### src/hw/fcb_pkg.sv
// Constants for the flag clear-on-read register bank.
// Assumes a 32-bit AXI4-Lite bus with byte addresses as printed.
package fcb_pkg;

    // Register byte addresses
    localparam logic [31:0] OFS_RX_OVERFLOW_CLEAR_BIT  = 32'h5000_1348;
    localparam logic [31:0] OFS_TX_OVERFLOW_CLEAR_BIT  = 32'h5000_134C;
    localparam logic [31:0] OFS_READ_REQUEST_CLEAR_BIT   = 32'h5000_1350;
    localparam logic [31:0] OFS_TRANSMIT_ABORT_CLEAR_BIT  = 32'h5000_1354;
    localparam logic [31:0] OFS_RECEIVE_DONE_CLEAR_BIT  = 32'h5000_1358;
    localparam logic [31:0] OFS_ACTIVITY_CLEAR_BIT = 32'h5000_135C;
    localparam logic [31:0] OFS_CLR_STOP     = 32'h5000_1360;
    localparam logic [31:0] OFS_CLR_START    = 32'h5000_1364;
    localparam logic [31:0] OFS_GENERAL_CALL_CLEAR_BIT = 32'h5000_1368;
    localparam logic [31:0] OFS_CTRL_ON      = 32'h5000_136C;
    localparam logic [31:0] OFS_RAW_STATUS   = 32'h5000_13A0;
    localparam logic [31:0] OFS_FLAG_MASK    = 32'h5000_13A4;
    localparam logic [31:0] OFS_ABORT_CAUSE  = 32'h5000_13A8;

    // Flag positions in the raw flag status register
    localparam int BIT_RX_OVER  = 1;
    localparam int BIT_TX_OVER  = 3;
    localparam int BIT_RD_REQ   = 5;
    localparam int BIT_TRANSMIT_ABORT_FLAG  = 6;
    localparam int BIT_RX_DONE  = 7;
    localparam int BIT_ACTIVITY = 8;
    localparam int BIT_STOP     = 9;
    localparam int BIT_START    = 10;
    localparam int BIT_GENERAL_CALL_FLAG = 11;

    // Abort cause bit that survives the abort-clear read
    localparam int BIT_CAUSE_KEEP = 9;

    // Field widths
    localparam int FLAG_W = 12;
    localparam int REG_W  = 16;

    // Flags that exist; the others read as zero
    localparam logic [11:0] FLAG_IMPL = 12'hFEA;

    // Reset values
    localparam logic [11:0] RST_FLAGS = 12'h000;
    localparam logic [11:0] RST_MASK  = 12'h000;
    localparam logic [15:0] RST_CAUSE = 16'h0000;
    localparam logic        RST_CTRL  = 1'b0;

    // AXI response codes
    localparam logic [1:0] RESP_OKAY   = 2'h0;
    localparam logic [1:0] RESP_SLVERR = 2'h2;

    // Receive FIFO depth
    localparam int RX_DEPTH = 32;

endpackage

### src/hw/fcb_flag_bank.sv
// Flag clear-on-read register bank with AXI4-Lite slave port.
// Assumes flag events arrive as one-cycle pulses synchronous to i_clk.
// Assumes the bus master keeps at most one read and one write under way.
// Clear registers are read-only; a write to them is answered with SLVERR.
`timescale 1ns/1ps

module fcb_flag_bank #(
    parameter int RX_DEPTH = fcb_pkg::RX_DEPTH
) (
    input  wire logic        i_clk,
    input  wire logic        i_rst,
    // AXI4-Lite write address
    input  wire logic [31:0] i_awaddr,
    input  wire logic        i_awvalid,
    output logic             o_awready,
    // AXI4-Lite write data
    input  wire logic [31:0] i_wdata,
    input  wire logic [3:0]  i_wstrb,
    input  wire logic        i_wvalid,
    output logic             o_wready,
    // AXI4-Lite write response
    output logic [1:0]       o_bresp,
    output logic             o_bvalid,
    input  wire logic        i_bready,
    // AXI4-Lite read address
    input  wire logic [31:0] i_araddr,
    input  wire logic        i_arvalid,
    output logic             o_arready,
    // AXI4-Lite read data
    output logic [31:0]      o_rdata,
    output logic [1:0]       o_rresp,
    output logic             o_rvalid,
    input  wire logic        i_rready,
    // Controller side
    input  wire logic [11:0] i_flag_set,
    input  wire logic        i_bus_active,
    input  wire logic [15:0] i_abort_cause,
    input  wire logic        i_rx_byte_in,
    input  wire logic [5:0]  i_rx_level,
    output logic             o_ctrl_on,
    output logic             o_tx_fifo_erase,
    output logic             o_rx_fifo_erase,
    output logic             o_rx_byte_drop,
    output logic             o_irq
);

    // State registers
    logic [11:0] flags_r;
    logic [11:0] mask_r;
    logic [15:0] cause_r;
    logic        ctrl_on_r;
    logic        tx_hold_r;
    logic        aw_have_r;
    logic        w_have_r;
    logic [31:0] aw_addr_r;
    logic [31:0] w_data_r;
    logic [3:0]  w_strb_r;

    // Next values
    logic [11:0] flags_nxt;
    logic [15:0] cause_nxt;
    logic        ctrl_on_nxt;
    logic        tx_hold_nxt;
    logic [11:0] mask_nxt;

    // Handshake terms
    logic aw_take;
    logic w_take;
    logic wr_fire;
    logic ar_take;
    logic r_done;
    assign aw_take = i_awvalid & o_awready;
    assign w_take  = i_wvalid & o_wready;
    assign wr_fire = aw_have_r & w_have_r & ~o_bvalid;
    assign ar_take = i_arvalid & o_arready;
    assign r_done  = o_rvalid & i_rready;

    // Read address decode
    logic rd_rx_over;
    logic rd_tx_over;
    logic rd_rd_req;
    logic rd_transmit_abort_flag;
    logic rd_rx_done;
    logic rd_act;
    logic rd_stop;
    logic rd_start;
    logic rd_general_call_flag;
    logic rd_ctrl;
    logic rd_raw;
    logic rd_mask;
    logic rd_cause;
    logic rd_hit;
    assign rd_rx_over  = (i_araddr == fcb_pkg::OFS_RX_OVERFLOW_CLEAR_BIT);
    assign rd_tx_over  = (i_araddr == fcb_pkg::OFS_TX_OVERFLOW_CLEAR_BIT);
    assign rd_rd_req   = (i_araddr == fcb_pkg::OFS_READ_REQUEST_CLEAR_BIT);
    assign rd_transmit_abort_flag  = (i_araddr == fcb_pkg::OFS_TRANSMIT_ABORT_CLEAR_BIT);
    assign rd_rx_done  = (i_araddr == fcb_pkg::OFS_RECEIVE_DONE_CLEAR_BIT);
    assign rd_act      = (i_araddr == fcb_pkg::OFS_ACTIVITY_CLEAR_BIT);
    assign rd_stop     = (i_araddr == fcb_pkg::OFS_CLR_STOP);
    assign rd_start    = (i_araddr == fcb_pkg::OFS_CLR_START);
    assign rd_general_call_flag = (i_araddr == fcb_pkg::OFS_GENERAL_CALL_CLEAR_BIT);
    assign rd_ctrl     = (i_araddr == fcb_pkg::OFS_CTRL_ON);
    assign rd_raw      = (i_araddr == fcb_pkg::OFS_RAW_STATUS);
    assign rd_mask     = (i_araddr == fcb_pkg::OFS_FLAG_MASK);
    assign rd_cause    = (i_araddr == fcb_pkg::OFS_ABORT_CAUSE);
    assign rd_hit      = rd_rx_over | rd_tx_over | rd_rd_req | rd_transmit_abort_flag | rd_rx_done | rd_act
                       | rd_stop | rd_start | rd_general_call_flag | rd_ctrl | rd_raw | rd_mask | rd_cause;

    // Read data selection, bit 0 of a clear register shows its flag
    logic [15:0] rd_val;
    assign rd_val =
        rd_rx_over  ? {15'h0000, flags_r[fcb_pkg::BIT_RX_OVER]}  :
        rd_tx_over  ? {15'h0000, flags_r[fcb_pkg::BIT_TX_OVER]}  :
        rd_rd_req   ? {15'h0000, flags_r[fcb_pkg::BIT_RD_REQ]}   :
        rd_transmit_abort_flag  ? {15'h0000, flags_r[fcb_pkg::BIT_TRANSMIT_ABORT_FLAG]}  :
        rd_rx_done  ? {15'h0000, flags_r[fcb_pkg::BIT_RX_DONE]}  :
        rd_act      ? {15'h0000, flags_r[fcb_pkg::BIT_ACTIVITY]} :
        rd_stop     ? {15'h0000, flags_r[fcb_pkg::BIT_STOP]}     :
        rd_start    ? {15'h0000, flags_r[fcb_pkg::BIT_START]}    :
        rd_general_call_flag ? {15'h0000, flags_r[fcb_pkg::BIT_GENERAL_CALL_FLAG]} :
        rd_ctrl     ? {15'h0000, ctrl_on_r}                      :
        rd_raw      ? {4'h0, flags_r}                            :
        rd_mask     ? {4'h0, mask_r}                             :
        rd_cause    ? cause_r                                    :
        16'h0000;

    // Clear pulses raised by an accepted read, one wire per register
    logic rx_overflow_clear_bit;
    logic tx_overflow_clear_bit;
    logic read_request_clear_bit;
    logic abrt_clr;
    logic receive_done_clear_bit;
    logic clr_act;
    logic clr_stop;
    logic clr_start;
    logic general_call_clear_bit;
    assign rx_overflow_clear_bit  = ar_take & rd_rx_over;
    assign tx_overflow_clear_bit  = ar_take & rd_tx_over;
    assign read_request_clear_bit   = ar_take & rd_rd_req;
    assign abrt_clr     = ar_take & rd_transmit_abort_flag;
    assign receive_done_clear_bit  = ar_take & rd_rx_done;
    assign clr_act      = ar_take & rd_act;
    assign clr_stop     = ar_take & rd_stop;
    assign clr_start    = ar_take & rd_start;
    assign general_call_clear_bit = ar_take & rd_general_call_flag;

    // Clear pulses gathered into the flag layout
    logic [11:0] rd_clr;
    always_comb begin
        rd_clr = 12'h000;
        rd_clr[fcb_pkg::BIT_RX_OVER]  = rx_overflow_clear_bit;
        rd_clr[fcb_pkg::BIT_TX_OVER]  = tx_overflow_clear_bit;
        rd_clr[fcb_pkg::BIT_RD_REQ]   = read_request_clear_bit;
        rd_clr[fcb_pkg::BIT_TRANSMIT_ABORT_FLAG]  = abrt_clr;
        rd_clr[fcb_pkg::BIT_RX_DONE]  = receive_done_clear_bit;
        rd_clr[fcb_pkg::BIT_ACTIVITY] = clr_act;
        rd_clr[fcb_pkg::BIT_STOP]     = clr_stop;
        rd_clr[fcb_pkg::BIT_START]    = clr_start;
        rd_clr[fcb_pkg::BIT_GENERAL_CALL_FLAG] = general_call_clear_bit;
    end

    // Write decode and byte-lane masks
    logic        wr_ctrl;
    logic        wr_raw;
    logic        wr_mask;
    logic        wr_hit;
    logic [11:0] wr_lanes;
    assign wr_ctrl  = wr_fire & (aw_addr_r == fcb_pkg::OFS_CTRL_ON);
    assign wr_raw   = wr_fire & (aw_addr_r == fcb_pkg::OFS_RAW_STATUS);
    assign wr_mask  = wr_fire & (aw_addr_r == fcb_pkg::OFS_FLAG_MASK);
    assign wr_hit   = (aw_addr_r == fcb_pkg::OFS_CTRL_ON) | (aw_addr_r == fcb_pkg::OFS_RAW_STATUS)
                    | (aw_addr_r == fcb_pkg::OFS_FLAG_MASK);
    assign wr_lanes = {{4{w_strb_r[1]}}, {8{w_strb_r[0]}}};

    // Overflow of the receive FIFO drops the arriving byte
    logic rx_over_evt;
    assign rx_over_evt = i_rx_byte_in & (32'(i_rx_level) >= 32'(RX_DEPTH));

    // Per-flag set and clear terms
    logic [11:0] set_vec;
    logic [11:0] clr_vec;
    logic        act_auto_clr;
    assign act_auto_clr = ~ctrl_on_r;

    // Set and clear vectors, activity kept set while busy
    always_comb begin
        set_vec = i_flag_set;
        set_vec[fcb_pkg::BIT_RX_OVER]  = i_flag_set[fcb_pkg::BIT_RX_OVER] | rx_over_evt;
        set_vec[fcb_pkg::BIT_ACTIVITY] = i_flag_set[fcb_pkg::BIT_ACTIVITY] | i_bus_active;
        clr_vec = rd_clr | ({12{wr_raw}} & wr_lanes & w_data_r[11:0]);
        clr_vec[fcb_pkg::BIT_ACTIVITY] = clr_vec[fcb_pkg::BIT_ACTIVITY] | act_auto_clr;
    end

    // Sticky flags, a set in the clear cycle wins
    genvar g;
    generate
        for (g = 0; g < fcb_pkg::FLAG_W; g++) begin : g_flag
            if (fcb_pkg::FLAG_IMPL[g]) begin : g_impl
                assign flags_nxt[g] = set_vec[g] | (flags_r[g] & ~clr_vec[g]);
            end else begin : g_none
                assign flags_nxt[g] = 1'b0;
            end
        end
    endgenerate

    // Abort cause keeps bit 9 over the clear read, dropped when off
    logic [15:0] cause_clr;
    always_comb begin
        cause_clr = {16{abrt_clr}};
        cause_clr[fcb_pkg::BIT_CAUSE_KEEP] = ~ctrl_on_r;
    end
    // New causes OR in, so a same-cycle cause wins over the clear
    assign cause_nxt = i_abort_cause | (cause_r & ~cause_clr);

    // Transmit flush hold from abort until the abort-clear read
    assign tx_hold_nxt = i_flag_set[fcb_pkg::BIT_TRANSMIT_ABORT_FLAG] | (tx_hold_r & ~abrt_clr);

    // Enable bit, written through the low byte lane only
    assign ctrl_on_nxt = (wr_ctrl & w_strb_r[0]) ? w_data_r[0] : ctrl_on_r;

    // Mask write merges per byte lane
    assign mask_nxt    = wr_mask ? ((w_data_r[11:0] & wr_lanes) | (mask_r & ~wr_lanes)) : mask_r;

    // Raw flag state
    always_ff @(posedge i_clk) begin
        if (i_rst) begin
            flags_r <= fcb_pkg::RST_FLAGS;
        end else begin
            flags_r <= flags_nxt;
        end
    end

    // Interrupt mask state
    always_ff @(posedge i_clk) begin
        if (i_rst) begin
            mask_r <= fcb_pkg::RST_MASK;
        end else begin
            mask_r <= mask_nxt;
        end
    end

    // Abort cause state
    always_ff @(posedge i_clk) begin
        if (i_rst) begin
            cause_r <= fcb_pkg::RST_CAUSE;
        end else begin
            cause_r <= cause_nxt;
        end
    end

    // Controller enable state
    always_ff @(posedge i_clk) begin
        if (i_rst) begin
            ctrl_on_r <= fcb_pkg::RST_CTRL;
        end else begin
            ctrl_on_r <= ctrl_on_nxt;
        end
    end

    // Transmit flush hold state
    always_ff @(posedge i_clk) begin
        if (i_rst) begin
            tx_hold_r <= 1'b0;
        end else begin
            tx_hold_r <= tx_hold_nxt;
        end
    end

    // Enable mirror for the controller
    always_ff @(posedge i_clk) begin
        if (i_rst) begin
            o_ctrl_on <= 1'b0;
        end else begin
            o_ctrl_on <= ctrl_on_nxt;
        end
    end

    // FIFO erase holds, both on while disabled, transmit also on while an abort is pending
    always_ff @(posedge i_clk) begin
        if (i_rst) begin
            o_tx_fifo_erase <= 1'b1;
            o_rx_fifo_erase <= 1'b1;
        end else begin
            o_tx_fifo_erase <= tx_hold_nxt | ~ctrl_on_nxt;
            o_rx_fifo_erase <= ~ctrl_on_nxt;
        end
    end

    // Drop pulse and interrupt level
    always_ff @(posedge i_clk) begin
        if (i_rst) begin
            o_rx_byte_drop <= 1'b0;
            o_irq          <= 1'b0;
        end else begin
            o_rx_byte_drop <= rx_over_evt;
            o_irq          <= |(flags_nxt & mask_nxt);
        end
    end

    // Write address capture, in either order with the data
    always_ff @(posedge i_clk) begin
        if (i_rst) begin
            aw_have_r <= 1'b0;
            aw_addr_r <= 32'h0000_0000;
            o_awready <= 1'b1;
        end else begin
            if (aw_take) begin
                aw_addr_r <= i_awaddr;
            end
            aw_have_r <= (aw_have_r | aw_take) & ~wr_fire;
            o_awready <= ~((aw_have_r | aw_take) & ~wr_fire) & ~(o_bvalid & ~i_bready);
        end
    end

    // Write data capture, in either order with the address
    always_ff @(posedge i_clk) begin
        if (i_rst) begin
            w_have_r <= 1'b0;
            w_data_r <= 32'h0000_0000;
            w_strb_r <= 4'h0;
            o_wready <= 1'b1;
        end else begin
            if (w_take) begin
                w_data_r <= i_wdata;
                w_strb_r <= i_wstrb;
            end
            w_have_r <= (w_have_r | w_take) & ~wr_fire;
            o_wready <= ~((w_have_r | w_take) & ~wr_fire) & ~(o_bvalid & ~i_bready);
        end
    end

    // Write response
    always_ff @(posedge i_clk) begin
        if (i_rst) begin
            o_bvalid <= 1'b0;
            o_bresp  <= fcb_pkg::RESP_OKAY;
        end else if (wr_fire) begin
            o_bvalid <= 1'b1;
            o_bresp  <= wr_hit ? fcb_pkg::RESP_OKAY : fcb_pkg::RESP_SLVERR;
        end else if (o_bvalid & i_bready) begin
            o_bvalid <= 1'b0;
        end
    end

    // Read channel, one read under way at a time
    always_ff @(posedge i_clk) begin
        if (i_rst) begin
            o_arready <= 1'b1;
            o_rvalid  <= 1'b0;
            o_rdata   <= 32'h0000_0000;
            o_rresp   <= fcb_pkg::RESP_OKAY;
        end else if (ar_take) begin
            o_arready <= 1'b0;
            o_rvalid  <= 1'b1;
            o_rdata   <= {16'h0000, rd_val};
            o_rresp   <= rd_hit ? fcb_pkg::RESP_OKAY : fcb_pkg::RESP_SLVERR;
        end else if (r_done) begin
            o_arready <= 1'b1;
            o_rvalid  <= 1'b0;
        end
    end

endmodule

### config.mk
export PLATFORM = sky130hd
export DESIGN_NAME = fcb_flag_bank
export DESIGN_NICKNAME = d
export VERILOG_FILES = /design/src/hw/fcb_pkg.sv /design/src/hw/fcb_flag_bank.sv
export SDC_FILE = /design/constraint.sdc
export NUM_CORES = 1
export LEC_CHECK = 0
export ABC_AREA = 1
export BUFFER_PORTS_ARGS = -buffer_cell sky130_fd_sc_hd__buf_2
export CAP_MARGIN = 20
export CORE_UTILIZATION = 46
export CTS_CLUSTER_DIAMETER = 60
export DETAILED_ROUTE_END_ITERATION = 10
export HOLD_SLACK_MARGIN = 0.1
export PLACE_DENSITY = 0.74
export REMOVE_ABC_BUFFERS = 1
export SETUP_SLACK_MARGIN = 0.15
export SLEW_MARGIN = 5
export SYNTH_ARGS = -nofsm -noshare
export SYNTH_HDL_FRONTEND = slang
export SYNTH_SLANG_ARGS = --single-unit
### constraint.sdc
create_clock -name i_clk -period 2.1 [get_ports i_clk]
set_input_delay 0.315 -clock i_clk [delete_from_list [all_inputs] [get_ports i_clk]]
set_output_delay 0.315 -clock i_clk [all_outputs]
set_load 0.01 [all_outputs]
# After elaboration in Yosys (flattened, before gate mapping)
# Index checks and enable logic that the tools add are counted.
# op_classes
n_lt_le_gt_ge,1
eq_ne,16
n_mux,23
bitwise_logic,95
n_reduce_logical,3
# op_table
op,n
$eq A32 B31 Y1 const B,16
$mux W16,13
$and A12 B12 Y12,5
$and A1 B1 Y1,36
$or A1 B1 Y1,30
$or A12 B12 Y12,2
$not A1 Y1,18
$and A16 B16 Y16,1
$not A16 Y16,1
$or A16 B16 Y16,1
$mux W12,1
$not A12 Y12,1
$reduce_or A12 Y1,1
$mux W1,7
$ge A6 B6 Y1 const B,1
$mux W2,2
$reduce_bool A2 Y1,2
# totals
regBits,119
inputBits,143
out_inout_bits,46

# Depth between registers and ports, before layout
# Gate-level depths: netlist of run 1.
# logic_depth
word_depth,14
depth_mapped,16
depth_no_buf,16

# Worst setup path before layout of run 1
# OpenSTA, ideal clock, no wires.
# synth_path
kind,flip-flop to flip-flop
start,register o_bvalid
end,register o_irq
arrival_time_ps,1661
slack_ps,330
path_stages_with_launch,13
path_buffers,1
period_less_slack_ps,1770
cell_sequence,dfxtp_1 -> nor3_4 -> inv_2 -> nor2_4 -> nand2_2 -> buf_6 -> o21a_1 -> nand2_1 -> nand2_1 -> nor2_1 -> nand3_1 -> nand2_1 -> inv_1
# synth_via
elab_chain_cells,12
word_cells_on_any_way,38
classes_between,1 x mux; 36 x bitwise; 1 x reduce/logical
# synth_rtl
element,line,text
"start, declared",fcb_flag_bank.sv:23,"output logic o_bvalid,"
"start signal, assigned",fcb_flag_bank.sv:335,o_bvalid <= 1'b0;
"start signal, assigned",fcb_flag_bank.sv:338,o_bvalid <= 1'b1;
"start signal, assigned",fcb_flag_bank.sv:341,o_bvalid <= 1'b0;
$not A1 Y1 (*),fcb_flag_bank.sv:74,assign wr_fire = aw_have_r & w_have_r & ~o_bvalid;
$and A1 B1 Y1 (*),fcb_flag_bank.sv:74,
$and A1 B1 Y1,fcb_flag_bank.sv:169,assign wr_raw = wr_fire & (aw_addr_r == fcb_pkg::OFS_RAW_STATUS);
$and A12 B12 Y12 (2 in series),fcb_flag_bank.sv:190,clr_vec = rd_clr | ({12{wr_raw}} & wr_lanes & w_data_r[11:0]);
$or A12 B12 Y12,fcb_flag_bank.sv:190,
$or A1 B1 Y1,fcb_flag_bank.sv:191,clr_vec[fcb_pkg::BIT_ACTIVITY] = clr_vec[fcb_pkg::BIT_ACTIVITY] | act_auto_clr;
$not A1 Y1,fcb_flag_bank.sv:199,assign flags_nxt[g] = set_vec[g] | (flags_r[g] & ~clr_vec[g]);
$and A1 B1 Y1,fcb_flag_bank.sv:199,
$or A1 B1 Y1,fcb_flag_bank.sv:199,
$and A12 B12 Y12 (*),fcb_flag_bank.sv:296,o_irq <= |(flags_nxt & mask_nxt);
$reduce_or A12 Y1 (*),fcb_flag_bank.sv:296,
"end signal, assigned",fcb_flag_bank.sv:296,
"end, declared",fcb_flag_bank.sv:44,output logic o_irq
# Mark *: on every way between the ends. The rest lies on a longest branch, timed or not.
# A chain may end at the register's enable or synchronous reset.

# Worst setup path after layout of run 1
# layout_path
start,register aw_addr_r[31]
end,register o_irq
# layout_via
elab_chain_cells,11
word_cells_on_any_way,38
classes_between,2 x eq/ne; 1 x mux; 34 x bitwise; 1 x reduce/logical
# layout_rtl
element,line,text
"start, declared",fcb_flag_bank.sv:55,logic [31:0] aw_addr_r;
"start signal, assigned",fcb_flag_bank.sv:308,aw_addr_r <= i_awaddr;
$eq A32 B31 Y1,fcb_flag_bank.sv:169,
$and A1 B1 Y1,fcb_flag_bank.sv:169,
$and A12 B12 Y12 (2 in series),fcb_flag_bank.sv:190,
$or A12 B12 Y12,fcb_flag_bank.sv:190,
$or A1 B1 Y1,fcb_flag_bank.sv:191,
$not A1 Y1,fcb_flag_bank.sv:199,
$and A1 B1 Y1,fcb_flag_bank.sv:199,
$or A1 B1 Y1,fcb_flag_bank.sv:199,
$and A12 B12 Y12 (*),fcb_flag_bank.sv:296,
$reduce_or A12 Y1 (*),fcb_flag_bank.sv:296,
# Marks and branches as above.

==> metrics.csv, run 1 <==
stage;metric;value;unit
place;place_area;6180;sq um
power;p_per_area;857;nW/um^2
routing;routed-via-count;5315;
sta;clock_skew;0.00925;ns
global_route;grt_pass1_vias;4821;
cts;cts_buffer_depth;2;
place;place_inst;1034;
routing;drt-vias-per-instance;4.97;
setup_path;slowest_stage;dfxtp_1;
routing;ant_nets;0;
power;p_leak;3.19;nW
synthesis;synth_top_area_share;43.8;%
cells_and_area;fin_nets;1059;
sta;post-route-period-util;94.4;%
synthesis;async_reset_ff_share;0;%
synthesis;yosysMostFrequentCell;nor2_1;
routing;first_iter_violations;273;
routing;first_pass_iters;5;
synthesis;synth_area_leaders;dfxtp_1, nor2_1, nand2_1;
cts;clk_pin_slew;0.06;ns
synthesis;synth_edf_count;0;
synthesis;seq_area_frac_synth;43.8;%
cts;htreeDepth;4;
setup_path;crit_type;flop to flop;
cts;cts_root_buf;clkbuf_16;
routing;wl_per_cell;13.1;um
sta;holdWs;0.108;ns
cells_and_area;stdcell_count;1069;
routing;wirelength;14000;um
sta;finalSetupViolations;0;
global_route;grt-ovfl-total;0;
place;port_buffers;140;
synthesis;synth_cell_type_count;38;
sta;finalSetupTns;0;ns
sta;finalHoldViolCount;0;
synthesis;ys.flop_type;dfxtp_1;
cells_and_area;area_delta_synth_final;32.3;%
sta;maxSlewViolCount;0;
cells_and_area;utilization;63.0;%
setup_path;start_kind;flop;
worst_hold_path;hold_class;primary input to flop;
routing;route.detailed.drc;0;
global_route;antenna_found_initial;0;
synthesis;ys_warn_count;0;
global_route;grt_pass1_wl;22300;um
setup_path;cp.arrival;2.28;ns
synthesis;syn_avg_cell_area;6.97;sq um
sta;max_freq;0.505;GHz
synthesis;synth.largest_area_cell;dfxtp_1;
sta;finalCriticalPeriod;1.98;ns
job;maxCapViolations;0;
cts;tritoncts;done;
floorplan;io_pins;189;
floorplan;dieHeight;108;um
outcome;status;finished clean;
cts;postCtsHoldBufs;0;
floorplan;core-area;10900;sq um
place;place_congestion;0.947;
cells_and_area;antennaDiodeCount;0;
floorplan;dieWidth;108;um
synthesis;yosys-top-cells-count;nor2_1, dfxtp_1, nand2_1, inv_1, a21oi_1;
cells_and_area;final_area;6890;sq um
floorplan;initial_core_util;47.6;%
cts;cts_sinks;114;
cells_and_area;drive_gt1_share;25.7;%
floorplan;dieArea;11800;sq um
setup_path;crit_path_end_kind;flop;
floorplan;fp-row-count;38;
synthesis;synthCells;747;
setup_path;max_stage_delay;0.34;ns
sta;rsz0062_at_grt;true;
synthesis;synth_seq_cells;114;
cts;cts_made_buffers;17;
setup_path;crit_chain;nor4_2, nand3_2, nor3_4, buf_6, nand2_4, o21a_1, nand2_1, nand2_1, nor2_1, nand3_1, nand2_1, inv_1;
synthesis;synth_area;5210;sq um
global_route;grtUsageTotal;24.5;%
setup_path;cp_num_buf_inv;2;
global_route;grt_max_degree;55;
setup_path;cp.required;2.40;ns
setup_path;cp_common_cell;nand2_1;
cts;clk-insertion-delay-late;0.41;ns
setup_path;cp_max_fo;7;
power;ir_drop;0.000509;V
place;hpwlAfterDp;10100;um
setup_path;crit_family;simple AND/OR/NAND/NOR gates;
## layer usage
layer	share of wire (%)	up-vias	track usage, %
li1	-	2741	-
met5	0	-	0
met1	46	2381	31.6
met2	47	177	39.6
met3	6.3	16	6.57
met4	1.4	0	7.92
## power by group
| part | internal, mW | switching (mW) |
|---|---|---|
| logic | 0.229 | 0.332 |
| registers | 2.30 | 0.0891 |
| clock network | 1.88 | 1.08 |
| total | 4.41 | 1.50 |
## through the flow
| step | power, mW | setup slack, ns |
|---|---|---|
| 3_3_place_gp | 2.96 | -0.00523 |
| 3_5_place_dp | 2.97 | -0.0163 |
| 2_1_floorplan | 2.71 | -0.127 |
| 6_report | 5.91 | 0.119 |
| 4_1_cts | 5.92 | 0.116 |
| 5_1_grt | 6.14 | -0.0159 |
## cell type report
class | instances | area (sq um)
clock buffer | 17 | 425
clock inverter | 15 | 183
tap | 140 | 175
sequential | 114 | 2280
multi-input combinational | 511 | 2470
timing repair buffer | 179 | 1010
fill | 1020 | 4040
inverter | 93 | 349
## cell families (layout without fill, tap and decap cells)
group | after synthesis | after routing | share of synthesized area, %
AO/OA/AOI/OAI | 144 | 144 | 15.2
AND/OR/NAND/NOR | 348 | 349 | 29.2
flip-flops | 114 | 114 | 43.8
other | 1 | 18 | 0.0720
buffers and inverters | 140 | 304 | 11.7
## worst paths after layout
kind                      from           to  slack [ns]  cells after the start
min reg2reg               flop         flop        0.46                      2
max reg2reg      aw_addr_r[31]        o_irq        0.12                     12
min          i_abort_cause[12]  cause_r[12]        0.11                      3
max              aw_addr_r[31]        o_irq        0.12                     12
## flip-flops by register name (all words and copies together), names as in the netlist, 2 cells and up, named ones only
name,flops
w_strb_r,2
aw_addr_r,32
o_rdata,16
mask_r,9
w_data_r,12
flags_r,9
cause_r,16
## timing repair
action | in CTS | in global routing
gates resized for setup | 6 | 13
setup endpoints to repair | 1 | 5
endpoints found under the hold margin | 0 | 0
pin swaps | 4 | 5
buffers inserted | 1 | 1
cloned | 0 | 1
## placed cells by master (no fill, tap or decap), types with 2 or more instances in the layout
master     count
a211oi_1       2
a21oi_1       62
buf_2        140
buf_4         37
bufinv_16      3
clkbuf_16     17
clkinv_2       3
clkinv_4       4
conb_1        18
dfxtp_1      113
inv_1         88
inv_2          4
inv_6          4
nand2_1      108
nand2_2        2
nand2_4        2
nand3_1       39
nand3_2        3
nand4_1       15
nor2_1       140
nor2_2         2
nor2_4         3
nor3_1        13
nor3_2         4
nor3_4         3
nor4_1         8
o21a_1         6
o21ai_0       56
o21ai_1        2
o221ai_1       9
o31ai_1        2
## worst min-delay path: stages
cell and delay (ns):
buf_2 0.08, a21oi_1 0.03, nor2_1 0.06
No activity file was read; power rests on OpenSTA's default activity.
==> run 2, diff against run 1 <==
--- a/config.mk
+++ b/config.mk
@@ -8,11 +8,13 @@
 export ABC_AREA = 1
 export BUFFER_PORTS_ARGS = -buffer_cell sky130_fd_sc_hd__buf_2
 export CAP_MARGIN = 20
-export CORE_UTILIZATION = 46
+export CELL_PAD_IN_SITES_DETAIL_PLACEMENT = 1
+export CELL_PAD_IN_SITES_GLOBAL_PLACEMENT = 1
+export CORE_UTILIZATION = 34
 export CTS_CLUSTER_DIAMETER = 60
 export DETAILED_ROUTE_END_ITERATION = 10
 export HOLD_SLACK_MARGIN = 0.1
-export PLACE_DENSITY = 0.74
+export PLACE_DENSITY = 0.79
 export REMOVE_ABC_BUFFERS = 1
 export SETUP_SLACK_MARGIN = 0.15
 export SLEW_MARGIN = 5
==> metrics.csv, run 2 (synthesis results as in run 1) <==
stage;metric;value;unit
sta;maxSlewViolCount;0;
cells_and_area;fin_nets;1068;
routing;wl_met2;8340;um
sta;rsz0062_at_grt;true;
power;p_int;4.48;mW
cells_and_area;multi_input_area;2480;sq um
setup_path;crit_family;simple AND/OR/NAND/NOR gates;
setup_path;cp.arrival;2.34;ns
setup_path;cp_common_cell;nand2_1;
routing;first_iter_violations;197;
routing;highest_layer;met4;
routing;wirelength;16800;um
outcome;status;finished clean;
worst_hold_path;hold_class;primary input to flop;
floorplan;dieArea;15800;sq um
sta;finalCriticalPeriod;2.03;ns
routing;routed-via-count;5457;
cts;clk_pin_slew;0.05;ns
routing;ant_nets;0;
cells_and_area;largestRegisters;aw_addr_r x32, cause_r x16, o_rdata x16;
routing;route.detailed.drc;0;
setup_path;crit_chain;inv_2, nand2_4, nor3_4, nand4_2, nor3_4, buf_6, nand2_8, o21a_1, nand2_1, nand2_1, nor2_1, nand3_1, nand2_1, inv_1;
cts;htreeDepth;4;
place;hpwlAfterDp;11800;um
place;port_buffers;140;
sta;max_freq;0.494;GHz
global_route;grtUsageTotal;22.3;%
setup_path;cp_num_buf_inv;3;
floorplan;core-area;14800;sq um
setup_path;cp_max_fo;6;
job;maxCapViolations;0;
floorplan;fp-row-count;44;
cells_and_area;fill_cells;1931;
place;place_congestion;0.864;
power;p_per_area;845;nW/um^2
place;dp_slack;0.0147;ns
power;p_comb_share;9.9;%
global_route;antenna_found_initial;0;
setup_path;start_kind;flop;
sta;clock_skew;0.00874;ns
cts;cts_sinks;114;
cells_and_area;drive_gt1_share;26.8;%
cells_and_area;utilization;47.6;%
cells_and_area;final_cell_mix;buf_2, nor2_1, dfxtp_1;
routing;first_pass_iters;4;
cells_and_area;antennaDiodeCount;0;
setup_path;crit_path_end_kind;flop;
power;seqPwrFrac;40.3;%
cts;cts_made_buffers;17;
cells_and_area;final_common_cell;buf_2;
cts;tritoncts;done;
floorplan;dieWidth;126;um
power;swShare;24.5;%
sta;finalSetupViolations;0;
sta;post-route-period-util;96.4;%
cells_and_area;largest_reg_flops;32;
cells_and_area;regMostFlops;aw_addr_r;
global_route;grt_max_degree;59;
power;power_frac_clock;49.8;%
global_route;grt-ovfl-total;0;
routing;wl_per_cell;15.0;um
place;place_inst;1081;
cts;cts_buffer_depth;2;
sta;finalHoldViolCount;0;
cells_and_area;area_delta_synth_final;34.9;%
floorplan;dieHeight;126;um
cells_and_area;stdcell_count;1121;
routing;drt-vias-per-instance;4.87;
floorplan;io_pins;189;
cts;clk-insertion-delay-late;0.42;ns
sta;relSlewSlack;55.6;%
routing;dr_wl_met3;739;um
floorplan;initial_core_util;35.3;%
cells_and_area;regArea;2290;sq um
setup_path;slowest_stage;dfxtp_2;
power;p_leak;3.19;nW
global_route;grt_pass1_vias;5645;
routing;routedLengthMet1;7490;um
cts;cts_root_buf;clkbuf_16;
setup_path;crit_type;flop to flop;
sta;worst_slack;0.0746;ns
global_route;grt_pass1_wl;27500;um
power;power_switching;1.46;mW
setup_path;max_stage_delay;0.31;ns
power;ir_drop;0.000478;V
sta;worst_pin_slew;0.666;ns
setup_path;cp.required;2.41;ns
run 2: path summary, 6_finish.rpt:
path	from	end	slack, ns	depth (start not counted)
worst min-delay path	i_abort_cause[7]	cause_r[7]	0.11	3
worst max register to register	aw_addr_r[4]	o_irq	0.07	14
worst min register to register	flop	flop	0.45	2
worst max-delay path	aw_addr_r[4]	o_irq	0.07	14
run 2: per-stage QoR:
stage	total power, mW	hold slack [ns]	area, sq um	TNS, ns
final	5.94	0.111	7030	0
after global routing	6.18	0.104	7030	-0.126
after CTS	5.97	0.101	6940	0
after detailed placement	2.99	0.449	6260	0
after global placement	2.97	0.446	6260	0
after floorplan	2.71	0.384	5010	-0.127
run 2: what timing repair did:
action / in CTS / in global routing
endpoints found under the hold margin: 1 / 0
pin swaps: 9 / 11
cloned: 1 / 0
setup buffers: 2 / 5
resized for setup: 13 / 17
endpoints found under the setup margin: 2 / 8
hold buffers: 1 / 0
run 2: worst register-to-register path, stage by stage, from the launching register on:
cell     delay (ns)
dfxtp_2        0.31
inv_2          0.06
nand2_4        0.06
nor3_4         0.20
nand4_2        0.16
nor3_4         0.25
buf_6          0.15
nand2_8        0.07
o21a_1         0.22
nand2_1        0.08
nand2_1        0.06
nor2_1         0.12
nand3_1        0.08
nand2_1        0.06
inv_1          0.04
run 2: power by group through the flow:
| stage | sequential [mW] | clock, mW | combinational, mW |
|---|---|---|---|
| after floorplan | 2.41 | 0 | 0.296 |
| after global placement | 2.42 | 0 | 0.546 |
| after detailed placement | 2.43 | 0 | 0.561 |
| after CTS | 2.39 | 3.00 | 0.580 |
| after global routing | 2.41 | 3.10 | 0.669 |
| final | 2.39 | 2.95 | 0.590 |
run 2: per-layer routing:
metal / track usage [%] / vias to the layer above
li1: - / 2749
met3: 4.63 / 26
met5: 0 / -
met1: 26.5 / 2540
met4: 8.15 / 0
met2: 39.7 / 142
run 2: final cells by class:
type / instances / share of cell area [%]
clock buffer: 22 / 6.75
clock inverter: 9 / 1.85
inverter: 93 / 4.97
multi-input combinational: 511 / 35.3
sequential: 114 / 32.5
tap: 184 / 3.28
timing repair buffer: 188 / 15.4
